===== config.mk =====
export PLATFORM = sky130hd
export DESIGN_NAME = upm_path_monitor
export DESIGN_NICKNAME = d
export VERILOG_FILES = /design/src/design/upm_pkg.sv /design/src/design/upm_timer.sv /design/src/design/upm_path_monitor.sv
export SDC_FILE = /design/constraint.sdc
export NUM_CORES = 1
export LEC_CHECK = 0
export BUFFER_PORTS_ARGS = -buffer_cell sky130_fd_sc_hd__buf_2
export CORE_ASPECT_RATIO = 0.75
export CORE_MARGIN = 4
export CORE_UTILIZATION = 40
export CTS_CLUSTER_SIZE = 40
export DETAILED_ROUTE_END_ITERATION = 10
export PLACE_DENSITY_LB_ADDON = 0.2
export SETUP_SLACK_MARGIN = 0.1
export SYNTH_ARGS = -nofsm -noshare
export SYNTH_HDL_FRONTEND = slang
export SYNTH_SLANG_ARGS = --single-unit

===== constraint.sdc =====
create_clock -name i_clk -period 5.63 [get_ports i_clk]
set_input_delay 1.689 -clock i_clk [delete_from_list [all_inputs] [get_ports i_clk]]
set_output_delay 1.689 -clock i_clk [all_outputs]
set_load 0.01 [all_outputs]

===== src/design/upm_pkg.sv =====
// Shared constants and types for the USB path monitor
package upm_pkg;

  // ************************************************************
  // Clock and timing
  // ************************************************************
  localparam int unsigned CLK_KHZ      = 125000;  // 125 MHz core clock
  localparam int unsigned T_INIT_MS    = 10;      // Dwell in INITIAL
  localparam int unsigned T_DETACH_MS  = 3;       // Dwell in DETACH
  localparam int unsigned T_SE0_MS     = 3;       // SE0 length for reset/suspend
  // Cycle counts, exact at this rate
  localparam int unsigned INIT_CYC     = T_INIT_MS * CLK_KHZ;
  localparam int unsigned DETACH_CYC   = T_DETACH_MS * CLK_KHZ;
  localparam int unsigned SE0_CYC      = T_SE0_MS * CLK_KHZ;
  localparam int unsigned TMR_W        = 21;      // Holds 1.25M cycles

  // ************************************************************
  // Monitor states, Gray coded along the normal path
  // ************************************************************
  typedef enum logic [2:0] {
    UPM_RESET      = 3'h0,
    UPM_INITIAL    = 3'h1,
    UPM_DISCONNECT = 3'h3,
    UPM_FULL_LOW   = 3'h2,
    UPM_HS         = 3'h6,
    UPM_DETACH     = 3'h7
  } upm_state_t;

  // ************************************************************
  // APB register map
  // ************************************************************
  localparam int unsigned ADDR_W       = 8;
  localparam logic [7:0]  OFS_CTRL     = 8'h00;   // Control, read/write
  localparam logic [7:0]  OFS_STATUS   = 8'h04;   // Status, read only
  localparam logic [1:0]  CTRL_RST_VAL = 2'h0;
  localparam int unsigned CTRL_FORCE   = 0;       // Soft force-pass-through
  localparam int unsigned CTRL_DISC    = 1;       // Soft disconnect
  localparam int unsigned ST_STATE_LSB = 0;       // State code, 3 bits
  localparam int unsigned ST_SWITCH    = 4;
  localparam int unsigned ST_BC_ONLY   = 5;
  localparam int unsigned ST_RESYNC    = 6;
  localparam int unsigned ST_OSC       = 7;
  localparam int unsigned ST_CONN      = 8;
  localparam int unsigned ST_DET_STRAP = 9;
  localparam int unsigned ST_FORCE     = 10;

endpackage : upm_pkg


===== src/design/upm_timer.sv =====
// Run-length cycle timer used for state dwell and SE0 length
`timescale 1ns/1ps
`default_nettype none
module upm_timer #(
  parameter int unsigned W = 21
) (
  input  wire logic         i_clk,
  input  wire logic         i_rst_b,
  input  wire logic         i_run,    // Count while high, clear when low
  input  wire logic [W-1:0] i_limit,  // Cycles of run before done
  output logic              o_done    // High on the limit-th run cycle
);

  logic [W-1:0] cnt;  // Cycles of run seen so far

  // ************************************************************
  // Counter: clearing on a low run restarts it on every entry
  // ************************************************************
  always_ff @(posedge i_clk)
  begin
    if (!i_rst_b || !i_run)
    begin
      cnt <= '0;
    end
    else if (cnt != i_limit)
    begin
      cnt <= cnt + W'(1);
    end
  end

  // Saturating compare, so a long run cannot wrap
  assign o_done = i_run && (cnt >= (i_limit - W'(1)));

endmodule : upm_timer
`default_nettype wire


===== src/design/upm_path_monitor.sv =====
// Bus monitor state machine choosing pass-through switch or resync path
`timescale 1ns/1ps
`default_nettype none
module upm_path_monitor #(
  parameter int unsigned INIT_CYCLES   = upm_pkg::INIT_CYC,
  parameter int unsigned DETACH_CYCLES = upm_pkg::DETACH_CYC,
  parameter int unsigned SE0_CYCLES    = upm_pkg::SE0_CYC
) (
  input  wire logic                       i_clk,
  input  wire logic                       i_rst_b,       // Chip reset low
  input  wire logic                       i_conn_en,     // Connection enable
  input  wire logic                       i_detach_en,   // Detach-state strap
  input  wire logic                       i_force_passthrough,
  input  wire logic                       i_sof_rise,    // SOF level rise pulse
  input  wire logic                       i_se0,         // SE0 on the lines
  input  wire logic                       i_chirp_end,   // HS handshake done
  input  wire logic                       i_resume_end,  // HS resume done
  input  wire logic                       i_psel,
  input  wire logic                       i_penable,
  input  wire logic                       i_pwrite,
  input  wire logic [upm_pkg::ADDR_W-1:0] i_paddr,
  input  wire logic [31:0]                i_pwdata,
  output logic [31:0]                     o_prdata,
  output logic                            o_pready,
  output logic                            o_pslverr,
  output logic                            o_switch_on,   // Ports joined
  output logic                            o_bc_only,     // Charging-only pass
  output logic                            o_resync_en,   // Resync path active
  output logic                            o_osc_en,      // Oscillator/PLL run
  output logic [2:0]                      o_state        // State code
);

  // ************************************************************
  // Declarations
  // ************************************************************
  upm_pkg::upm_state_t state;        // Registered monitor state
  upm_pkg::upm_state_t next_state;   // Combinational next state
  logic [1:0]          ctrl;         // Software control bits
  logic                conn_ok;      // Effective connection enable
  logic                force_eff;    // Strap or software force
  logic                dwell_run;    // Timed state occupied
  logic                dwell_done;   // Dwell time reached
  logic                se0_run;      // SE0 seen while in HS
  logic                se0_done;     // SE0 lasted the full time
  logic                setup;        // APB setup phase
  logic                hit_ctrl;     // Address decodes
  logic                hit_status;
  logic [31:0]         status;       // Status word
  logic [upm_pkg::TMR_W-1:0] dwell_limit;

  // Software disconnect acts like the pin going low
  assign conn_ok   = i_conn_en && !ctrl[upm_pkg::CTRL_DISC];
  assign force_eff = i_force_passthrough || ctrl[upm_pkg::CTRL_FORCE];

  // ************************************************************
  // Path decode functions
  // ************************************************************
  // Switch is open only in RESET, and in HS/DETACH unless forced
  function automatic logic dec_switch(input upm_pkg::upm_state_t s,
                                      input logic f);
    dec_switch = (s != upm_pkg::UPM_RESET) &&
                 (f || ((s != upm_pkg::UPM_HS) && (s != upm_pkg::UPM_DETACH)));
  endfunction : dec_switch

  // Resync runs only in HS and never under force
  function automatic logic dec_resync(input upm_pkg::upm_state_t s,
                                      input logic f);
    dec_resync = (s == upm_pkg::UPM_HS) && !f;
  endfunction : dec_resync

  // ************************************************************
  // Timers
  // ************************************************************
  // Shared dwell timer; INITIAL and DETACH never touch, so it clears
  assign dwell_run   = (state == upm_pkg::UPM_INITIAL) ||
                       (state == upm_pkg::UPM_DETACH);
  assign dwell_limit = (state == upm_pkg::UPM_INITIAL) ?
                       upm_pkg::TMR_W'(INIT_CYCLES) :
                       upm_pkg::TMR_W'(DETACH_CYCLES);

  upm_timer #(
    .W       (upm_pkg::TMR_W)
  ) u_dwell (
    .i_clk   (i_clk),
    .i_rst_b (i_rst_b),
    .i_run   (dwell_run),
    .i_limit (dwell_limit),
    .o_done  (dwell_done)
  );

  // SE0 must be continuous; any break restarts the count
  assign se0_run = (state == upm_pkg::UPM_HS) && i_se0;

  upm_timer #(
    .W       (upm_pkg::TMR_W)
  ) u_se0 (
    .i_clk   (i_clk),
    .i_rst_b (i_rst_b),
    .i_run   (se0_run),
    .i_limit (upm_pkg::TMR_W'(SE0_CYCLES)),
    .o_done  (se0_done)
  );

  // ************************************************************
  // Next-state logic
  // ************************************************************
  always_comb
  begin
    next_state = state;
    unique case (state)
      // Leave reset on the first clock after release
      upm_pkg::UPM_RESET:      next_state = upm_pkg::UPM_INITIAL;
      upm_pkg::UPM_INITIAL:
      begin
        if (dwell_done)
          next_state = upm_pkg::UPM_DISCONNECT;
      end
      // Level test, so an enable already high passes straight on
      upm_pkg::UPM_DISCONNECT:
      begin
        if (conn_ok)
          next_state = upm_pkg::UPM_FULL_LOW;
      end
      upm_pkg::UPM_FULL_LOW:
      begin
        if (!conn_ok)
          next_state = upm_pkg::UPM_DISCONNECT;
        else if (i_chirp_end || i_resume_end)
          next_state = upm_pkg::UPM_HS;
      end
      // Enable low wins, then long SE0, then the SOF level rise
      upm_pkg::UPM_HS:
      begin
        if (!conn_ok)
          next_state = upm_pkg::UPM_DISCONNECT;
        else if (se0_done)
          next_state = upm_pkg::UPM_FULL_LOW;
        else if (i_sof_rise && i_detach_en)
          next_state = upm_pkg::UPM_DETACH;
        else if (i_sof_rise)
          next_state = upm_pkg::UPM_FULL_LOW;
      end
      upm_pkg::UPM_DETACH:
      begin
        if (!conn_ok)
          next_state = upm_pkg::UPM_DISCONNECT;
        else if (dwell_done)
          next_state = upm_pkg::UPM_FULL_LOW;
      end
      // Two unused codes recover through reset sequencing
      default:                 next_state = upm_pkg::UPM_RESET;
    endcase
  end

  // ************************************************************
  // State register
  // ************************************************************
  always_ff @(posedge i_clk)
  begin
    if (!i_rst_b)
      state <= upm_pkg::UPM_RESET;
    else
      state <= next_state;
  end

  // ************************************************************
  // Path outputs
  // ************************************************************
  // Flopped from the next state so they change with the state and
  // never glitch; HS passage outside HS is not guaranteed anyway
  always_ff @(posedge i_clk)
  begin
    if (!i_rst_b)
    begin
      o_switch_on <= 1'b0;
      o_bc_only   <= 1'b0;
      o_resync_en <= 1'b0;
      o_osc_en    <= 1'b0;
    end
    else
    begin
      o_switch_on <= dec_switch(next_state, force_eff);
      o_bc_only   <= (next_state == upm_pkg::UPM_INITIAL);
      o_resync_en <= dec_resync(next_state, force_eff);
      o_osc_en    <= (next_state != upm_pkg::UPM_RESET);
    end
  end

  assign o_state = state;

  // ************************************************************
  // APB slave: zero wait states, read data flopped in setup
  // ************************************************************
  assign setup      = i_psel && !i_penable;
  assign hit_ctrl   = (i_paddr == upm_pkg::OFS_CTRL);
  assign hit_status = (i_paddr == upm_pkg::OFS_STATUS);
  assign o_pready   = 1'b1;

  // Status word, unused bits read zero
  always_comb
  begin
    status = 32'h0000_0000;
    status[upm_pkg::ST_STATE_LSB +: 3] = state;
    status[upm_pkg::ST_SWITCH]         = o_switch_on;
    status[upm_pkg::ST_BC_ONLY]        = o_bc_only;
    status[upm_pkg::ST_RESYNC]         = o_resync_en;
    status[upm_pkg::ST_OSC]            = o_osc_en;
    status[upm_pkg::ST_CONN]           = i_conn_en;
    status[upm_pkg::ST_DET_STRAP]      = i_detach_en;
    status[upm_pkg::ST_FORCE]          = i_force_passthrough;
  end

  // Control register, written only at the access edge
  always_ff @(posedge i_clk)
  begin
    if (!i_rst_b)
      ctrl <= upm_pkg::CTRL_RST_VAL;
    else if (i_psel && i_penable && i_pwrite && hit_ctrl)
      ctrl <= i_pwdata[1:0];
  end

  // Read data and error captured at setup, held through access
  always_ff @(posedge i_clk)
  begin
    if (!i_rst_b)
    begin
      o_prdata  <= 32'h0000_0000;
      o_pslverr <= 1'b0;
    end
    else if (setup)
    begin
      o_pslverr <= !(hit_ctrl || (hit_status && !i_pwrite));
      if (hit_ctrl)
        o_prdata <= {30'h0000_0000, ctrl};
      else if (hit_status)
        o_prdata <= status;
      else
        o_prdata <= 32'h0000_0000;
    end
  end
endmodule : upm_path_monitor
`default_nettype wire


==> run summary, run 1 <==
The mean cell area of the mapped netlist is 8.68 µm². The clock period minus worst slack came out at 3490 ps. The die covers 0.00969 mm². The number of library cell types mapped by synthesis is 52. The aggregate global-route resource usage is 0.141. The mapped netlist covers 0.00326 mm². The startpoint identified for the worst register-to-register timing path is o_state[0].

The initialized floorplan defines 28 standard-cell rows. The worst max-slew margin expressed relative to the limit is 0.377. After the first detailed-routing iteration, the DRC count stood at 121. For the worst flop-to-flop path, the logic depth is 9. The terminating pin of the worst hold path is u_se0.cnt[16]. The number of setup buffers added after CTS came out at 0. The number of diodes added for antenna fixing is 0. The sequential-to-total area share from yosys stat came out at 0.380. The number of buffers created by CTS is 9.

The total number of vias is 2556. The initial antenna violation count came out at 0. The summed negative setup slack over all endpoints is 0 ps.

For this design the top-level I/O count stands at 93. The run finished with clean final reports. The tightest min-delay check is of the reg -> reg type. The relative area change from synthesis to final layout is 11.7%. The yosys synthesis warning count is 0. The number of hold violations in the final report is 0. The clock tree skew after final layout came out at 7.06 ps. Summed over all nets, the half-perimeter wirelength after detailed placement is 4700 µm. The mean routed wirelength per cell came out at 12.4 µm. In this run the clock root is driven by a clkbuf_8. Entering global routing, the biggest net connects 22 pins. The via count normalized by instance count is 4.90. Of the available clock period, the critical path in the final layout requires 0.619. In this run the remaining antenna-violating nets after routing total 0. The global placer's final weighted congestion is 0.803. The first global-routing pass estimated 11000 µm of wire.

The final count of pins violating max slew came to 0. The worst hold path passes through 2 cells. The worst path arrival time came out at 3720 ps. The number of hold buffers added after cts is 0. The starting density of the core is 0.412.

The analysis attributes to cell leakage a power of 0.00143 µW. The die width came out at 112 µm. The maximum clock insertion buffer count is 2. The number of cells produced by synthesis came out at 376. For this run, the top clock speed supported by timing is 0.287 GHz. The tree built by TritonCTS fans out to 62 sinks. In this run the power density over the cells is 240 mW/mm². The remaining routing DRC violations is 0. The share of cells above drive strength 1 is 0.161.

By startpoint and endpoint, the worst setup path is classified as reg -> reg. Gates resized during post-CTS repair numbered 0. The kind of start point of the critical path is a flip-flop. The max-capacitance violation count is 0. The fraction of registers with async set/reset came out at 0.

The worst supply voltage drop on vdd came out at 0.133 mV. The CTS H-tree depth came out at 3. The first detailed-routing pass ran for 4 iterations. The highest net fanout along the worst path is 8.

For the pin with the worst max-slew slack, the measured transition is 932 ps. The number of global-route vias before repair is 2269. The die is 86.2 µm tall.

In this run the most critical hold path is launched from u_se0.cnt[16]. During placement, the flow inserted port buffers numbering 39. The data required time at the worst endpoint is 5860 ps. The floorplan core area came out at 0.00792 mm². Setup repair after global routing left no endpoint under its margin. On the final layout, the worst hold slack is 503 ps. The final net count came out at 477. The clock tree from TritonCTS is yes. The number of flops mapped to enable cells by yosys is 0. The type of destination of the critical path is a flip-flop.

Setup violations remaining at the end of the flow were counted as 0. The insertion delay of the later-clocked pin in the worst-skew pair is 340 ps. The total congestion overflow after global routing came out at 0.

In this run the critical register-to-register path is captured at o_bc_only. The routed wire length came out at 6450 µm. The dominant synthesized flop cell is dfxtp_1.

The total of flip-flops plus latches after synthesis is 62. The clock-pin slew on the worst setup and hold paths came out at 70 ps. In this run the register-to-register setup slack is 2140 ps.
synth_stat cells, types with 3 or more instances:
master	n	area (µm²)
inv_1	10	37.5
dfxtp_1	62	1240
xor2_1	25	219
nor2_1	51	191
or3_1	4	25.0
o21ai_0	4	20.0
nand4b_1	3	26.3
nor4_1	3	18.8
o211ai_1	3	22.5
nand4_1	7	43.8
nand2_1	15	56.3
and2_1	4	25.0
mux2i_1	3	30.0
nor3b_1	3	22.5
ha_1	13	163
a21oi_1	10	50.1
and3_1	9	56.3
clkbuf_1	10	37.5
nor2b_1	15	93.8
buf_4	23	173
nand3b_1	3	22.5
xnor2_1	11	96.3
nor3_1	8	40.0
nand2b_1	5	31.3
a22oi_1	10	75.1
nand3_1	29	145
per-layer routing:
layer | vias up | wire length, µm | GRT usage
met1 | 1155 | 3500 | 0.204
met2 | 65 | 2390 | 0.187
met5 | - | 0 | 0
met3 | 7 | 454 | 0.0475
li1 | 1329 | - | -
met4 | 0 | 106 | 0.0590
state kept, by name, summed over array words and instances, names as in the netlist:
name,cells
u_dwell.cnt,21
u_se0.cnt,21
o_prdata,10
o_state,3
ctrl,2
o_bc_only,1
o_osc_en,1
o_pslverr,1
o_resync_en,1
o_switch_on,1
kinds of logic (layout without fill, tap and decap cells):
group	after synthesis	count (layout)	synth area share
XOR/XNOR	36	36	0.0966
AO/OA/AOI/OAI	42	42	0.0947
AND/OR/NAND/NOR	171	171	0.281
buffers and inverters	45	65	0.0790
adder cells (fa/ha/maj)	13	13	0.0498
multiplexers	5	5	0.0161
other	2	23	0.00230
flip-flops	62	62	0.380
worst max-delay path: stages (launching register included):
cell and delay [ps]:
dfxtp_1 480, nor3b_1 770, inv_1 250, ha_1 340, nor2b_2 120, nand4_1 160, or4_4 550, o2111a_2 310
a31oi_2 200, and3b_1 200
power by group:
group	internal, µW	total [µW]	switching, µW
clock network	206	393	187
registers	441	444	2.73
logic	14.1	38.4	24.3
cell usage in the layout, fill, tap and decap left out, types with 4 or more instances in the layout:
| cell | netlist | final |
|---|---|---|
| a21oi_1 | 10 | 10 |
| a22oi_1 | 10 | 10 |
| and2_1 | 4 | 4 |
| and3_1 | 9 | 9 |
| buf_2 | 2 | 39 |
| clkbuf_8 | 0 | 9 |
| conb_1 | 2 | 23 |
| dfxtp_1 | 62 | 62 |
| ha_1 | 13 | 13 |
| inv_1 | 10 | 10 |
| nand2_1 | 15 | 15 |
| nand2b_1 | 5 | 5 |
| nand3_1 | 29 | 29 |
| nand4_1 | 7 | 7 |
| nor2_1 | 51 | 51 |
| nor2b_1 | 15 | 15 |
| nor3_1 | 8 | 8 |
| o21ai_0 | 4 | 4 |
| or3_1 | 4 | 4 |
| xnor2_1 | 11 | 11 |
| xor2_1 | 25 | 25 |
worst max-delay path by stage:
stage	startpoint	endpoint	slack, ps	cells after the start
4_1_cts	o_state[0]	o_bc_only	2130	9
3_5_place_dp	o_state[0]	o_bc_only	2150	9
6_report	o_state[0]	o_bc_only	2140	9
3_3_place_gp	o_state[0]	o_bc_only	2160	9
5_1_grt	o_state[0]	o_bc_only	1800	9
2_1_floorplan	o_state[0]	o_bc_only	2640	9
cell type report:
cell class	instances	area, µm²
Inverter	10	37.5
Multi-Input combinational cell	290	1840
Tap cell	105	131
Fill cell	809	4270
Sequential cell	62	1240
Clock buffer	9	124
Timing Repair Buffer	39	195
Clock inverter	7	72.6
stage by stage:
stage	power, µW	instance area [µm²]	util	worst slack (ps)	instances
after global placement	492	3450	0.436	2160	506
after floorplan	489	3340	-	2640	397
after detailed placement	492	3450	0.436	2150	506
after global routing	917	3650	0.460	1800	522
after CTS	890	3650	0.460	2130	522
final	875	3650	0.460	2140	522
(Power assumes the default switching activity.)
==> run 2, diff against run 1 <==
- clock period: 5.63 -> 2.92 ns (I/O delays scaled with it)
==> run 2 against run 1 <==
  * Utilization increased by 0.66 points
  * Flip-flop and latch count did not move
  * Register-to-register slack got worse by 1800 ps
  * Non-clock buffer count up 6
  * Total power grew 94%
  * Cell area is 1.4% higher
  * Hold slack improved by 6.0 ps
  * Combinational power grew 110%
  * Global-route usage increased by 0.12 points
  * Worst setup slack worse by 1800 ps
==> run summary, run 2 (synthesized netlist as in run 1, its figures left out) <==
The total congestion overflow after global routing is 0 (unchanged). The number of global-route vias before repair came out at 2371 (+4.5%). The transition time at the pin with the least slew margin is 670 ps (-262 ps). The global placer's final weighted congestion came out at 0.794 (-1.1%). The relative area change from synthesis to final layout is 13.3%. The portion of the clock cycle consumed by the worst path in the final layout is 0.888 (+0.269).

TritonCTS built the clock tree. The number of fill cells in the layout was 794 (-1.9%). The startpoint identified for the worst hold timing path is u_se0.cnt[16]. The kind of start point of the critical path is a flip-flop. The clock tree skew after final layout is 16.4 ps (+9.37 ps). The highest net fanout along the worst path was 4 (-4). The net switching component of the power is 399 µW (+86%). Setup repair after global routing left no endpoint under its margin. The number of diodes added for antenna fixing came to 0 (unchanged). Leaving out fill and tap cells, the most frequent cell in the layout is dfxtp_1. The top-level port count came to 93 (unchanged). The data required time at the worst endpoint is 3160 ps (-2700 ps).

Leaving out fill and tap cells, the most frequent cells in the layout are dfxtp_1 (62), nor2_1 (51), buf_2 (39), nand3_1 (29), xor2_1 (25). The aggregate global-route resource usage is 0.142 (+0.00121). The switching share of power is 0.235 (-0.0103).

The clock sink total came out at 62 (unchanged). The achievable frequency came out at 0.385 GHz (+34%). The power share of the clock group is 0.450 (about the same). The depth of the worst hold-timing path is 2 (unchanged). The total iterations of the first detailed-routing run came out at 4 (unchanged). The site row count is 28 (unchanged). The worst supply voltage drop on vdd is 0.223 mV (+68%). The placement-stage worst setup slack came out at 302 ps (-1840 ps). The placed standard-cell area came out at 0.00350 mm² (+1.5%). The worst setup margin is 326 ps (-1820 ps).

The initial antenna violation count is 0 (unchanged). The worst path arrival time came out at 2830 ps (-890 ps). The die area came out at 0.00969 mm² (unchanged).

The number of buffers created by CTS came out at 9 (unchanged). The number of violations reported at the end of detailed-routing iteration 0 came out at 127 (+5.0%). The critical path goes through nor3b_2, inv_1, ha_1, nor2b_2, nand4_1, or4_4, o2111a_2, a31oi_2, and3b_1.

The category of the most critical setup path is reg -> reg. The estimated wirelength of the detail-placed design is 4900 µm (+4.3%). The pin count of the biggest net entering global routing came out at 22 (unchanged). The number of hold violations in the final report is 0 (unchanged). The clock-pin slew on the worst setup and hold paths came to 70 ps (about the same). The worst max-slew margin expressed relative to the limit was 0.549 (+0.173). The max-capacitance violation count is 0 (unchanged). The total number of vias is 2610 (+2.1%).

In this run the critical register-to-register path is captured at o_bc_only. The final count of pins violating max slew came out at 0 (unchanged). The kind of cell adding the most delay to the critical path is simple AND/OR/NAND/NOR gates. The CTS H-tree depth is 3 (unchanged). For hold timing, the worst endpoint is u_se0.cnt[16]. The worst hold-check slack is 509 ps (+6.01 ps). The final net count is 483 (+1.3%).

The number of cells upsized or downsized after cts came out at 0 (unchanged). The vertical die dimension came out at 86.2 µm (unchanged). The length in cells of the worst reg-to-reg path is 9 (unchanged). The clock period minus worst slack came to 2590 ps (-892 ps). The cell at the root of the clock tree is clkbuf_8.

The floorplan core area came out at 0.00792 mm² (unchanged). The power per standard cell area came out at 459 mW/mm² (+91%). The summed negative setup slack over all endpoints came out at 0 ps (unchanged).

The remaining routing DRC violations was 0 (unchanged). The area taken by multi-input logic gates is 0.00185 mm² (+0.27%). The reg-to-reg critical path startpoint is o_state[0].

The die width is 112 µm (unchanged). The post-layout instance area came to 0.00370 mm² (+1.4%). The setup slack of the most critical reg-to-reg path came out at 330 ps (-1820 ps). The share of cells above drive strength 1 is 0.173 (+0.0119). The run finished with clean final reports. The number of setup buffers added after CTS came out at 0 (unchanged).

The setup violation total in the final timing report came out at 0 (unchanged). The count of buffering cells on the critical path with inverters included came to 1 (unchanged). The number of I/O port buffers was 39 (unchanged). The largest registers in the layout are u_dwell.cnt: 21 flops, u_se0.cnt: 21 flops, o_prdata: 10 flops. The starting density of the core was 0.412 (unchanged). The total area of sequential cells came out at 0.00124 mm² (unchanged). The routed wire length came to 6600 µm (+2.3%). The via count normalized by instance count is 4.94 (+0.95%). The mean routed wirelength per cell is 12.5 µm (+1.1%). The highest cell delay on the worst timing path came out at 550 ps (-220 ps). The insertion delay of the later-clocked pin in the worst-skew pair is 350 ps (about the same). The global-route wire length before repair is 11200 µm (+1.3%). The number of hold buffers added after cts came out at 0 (unchanged).

The power share of the combinational group came out at 0.047 (+0.003). The total power came out at 1700 µW (+94%). The internal power contribution came out at 1300 µW (+97%). The static leakage came out at 0.00147 µW (+2.8%).

In this run the worst hold path is classified as reg -> reg. The maximum clock insertion buffer count came out at 2 (unchanged). The worst setup path is captured at a flip-flop. The part of the power in registers was 0.503 (-0.004).

The largest individual stage delay along the critical path comes from the cell or4_4. The final antenna-violating net count is 0 (unchanged).
==> run 2: per-stage QoR <==
stage	instances	utilization
after floorplan	397	-
after global placement	512	0.442
after detailed placement	512	0.442
after CTS	528	0.467
after global routing	528	0.467
final	528	0.467
==> run 2: layer usage <==
metal	track usage	up-vias	part of all wire
li1	-	1343	-
met1	0.191	1197	0.51
met2	0.207	64	0.40
met3	0.0558	6	0.078
met4	0.0502	0	0.0080
met5	0	-	0
==> run 2: area by class of cell <==
class | instances | share of cell area
multi-input combinational | 290 | 0.500
sequential | 62 | 0.336
timing repair buffer | 45 | 0.0650
clock buffer | 11 | 0.0382
tap | 105 | 0.0355
clock inverter | 5 | 0.0156
inverter | 10 | 0.0101
==> run 2: worst max-delay path by stage <==
stage / startpoint / end / slack [ps] / depth (start not counted)
final: o_state[0] / o_bc_only / 330 / 9
after CTS: o_state[2] / o_bc_only / 290 / 9
after global routing: o_state[0] / o_bc_only / 110 / 9
after floorplan: o_state[0] / o_bc_only / 170 / 9
after detailed placement: o_state[2] / o_bc_only / 300 / 9
after global placement: o_state[2] / o_bc_only / 360 / 9
==> run 2: power by group through the flow <==
stage                     clock network (µW)  logic [µW]  registers, µW
after global routing                     831        89.8            855
after global placement                     0        77.4            874
after floorplan                            0        67.7            876
after CTS                                791        79.8            854
final                                    765        79.4            855
after detailed placement                   0        79.5            874
==> run 2: worst min-delay path: stages (launching register included) <==
cell and delay [ps]:
dfxtp_1 330, o21ai_0 80, a21oi_1 60
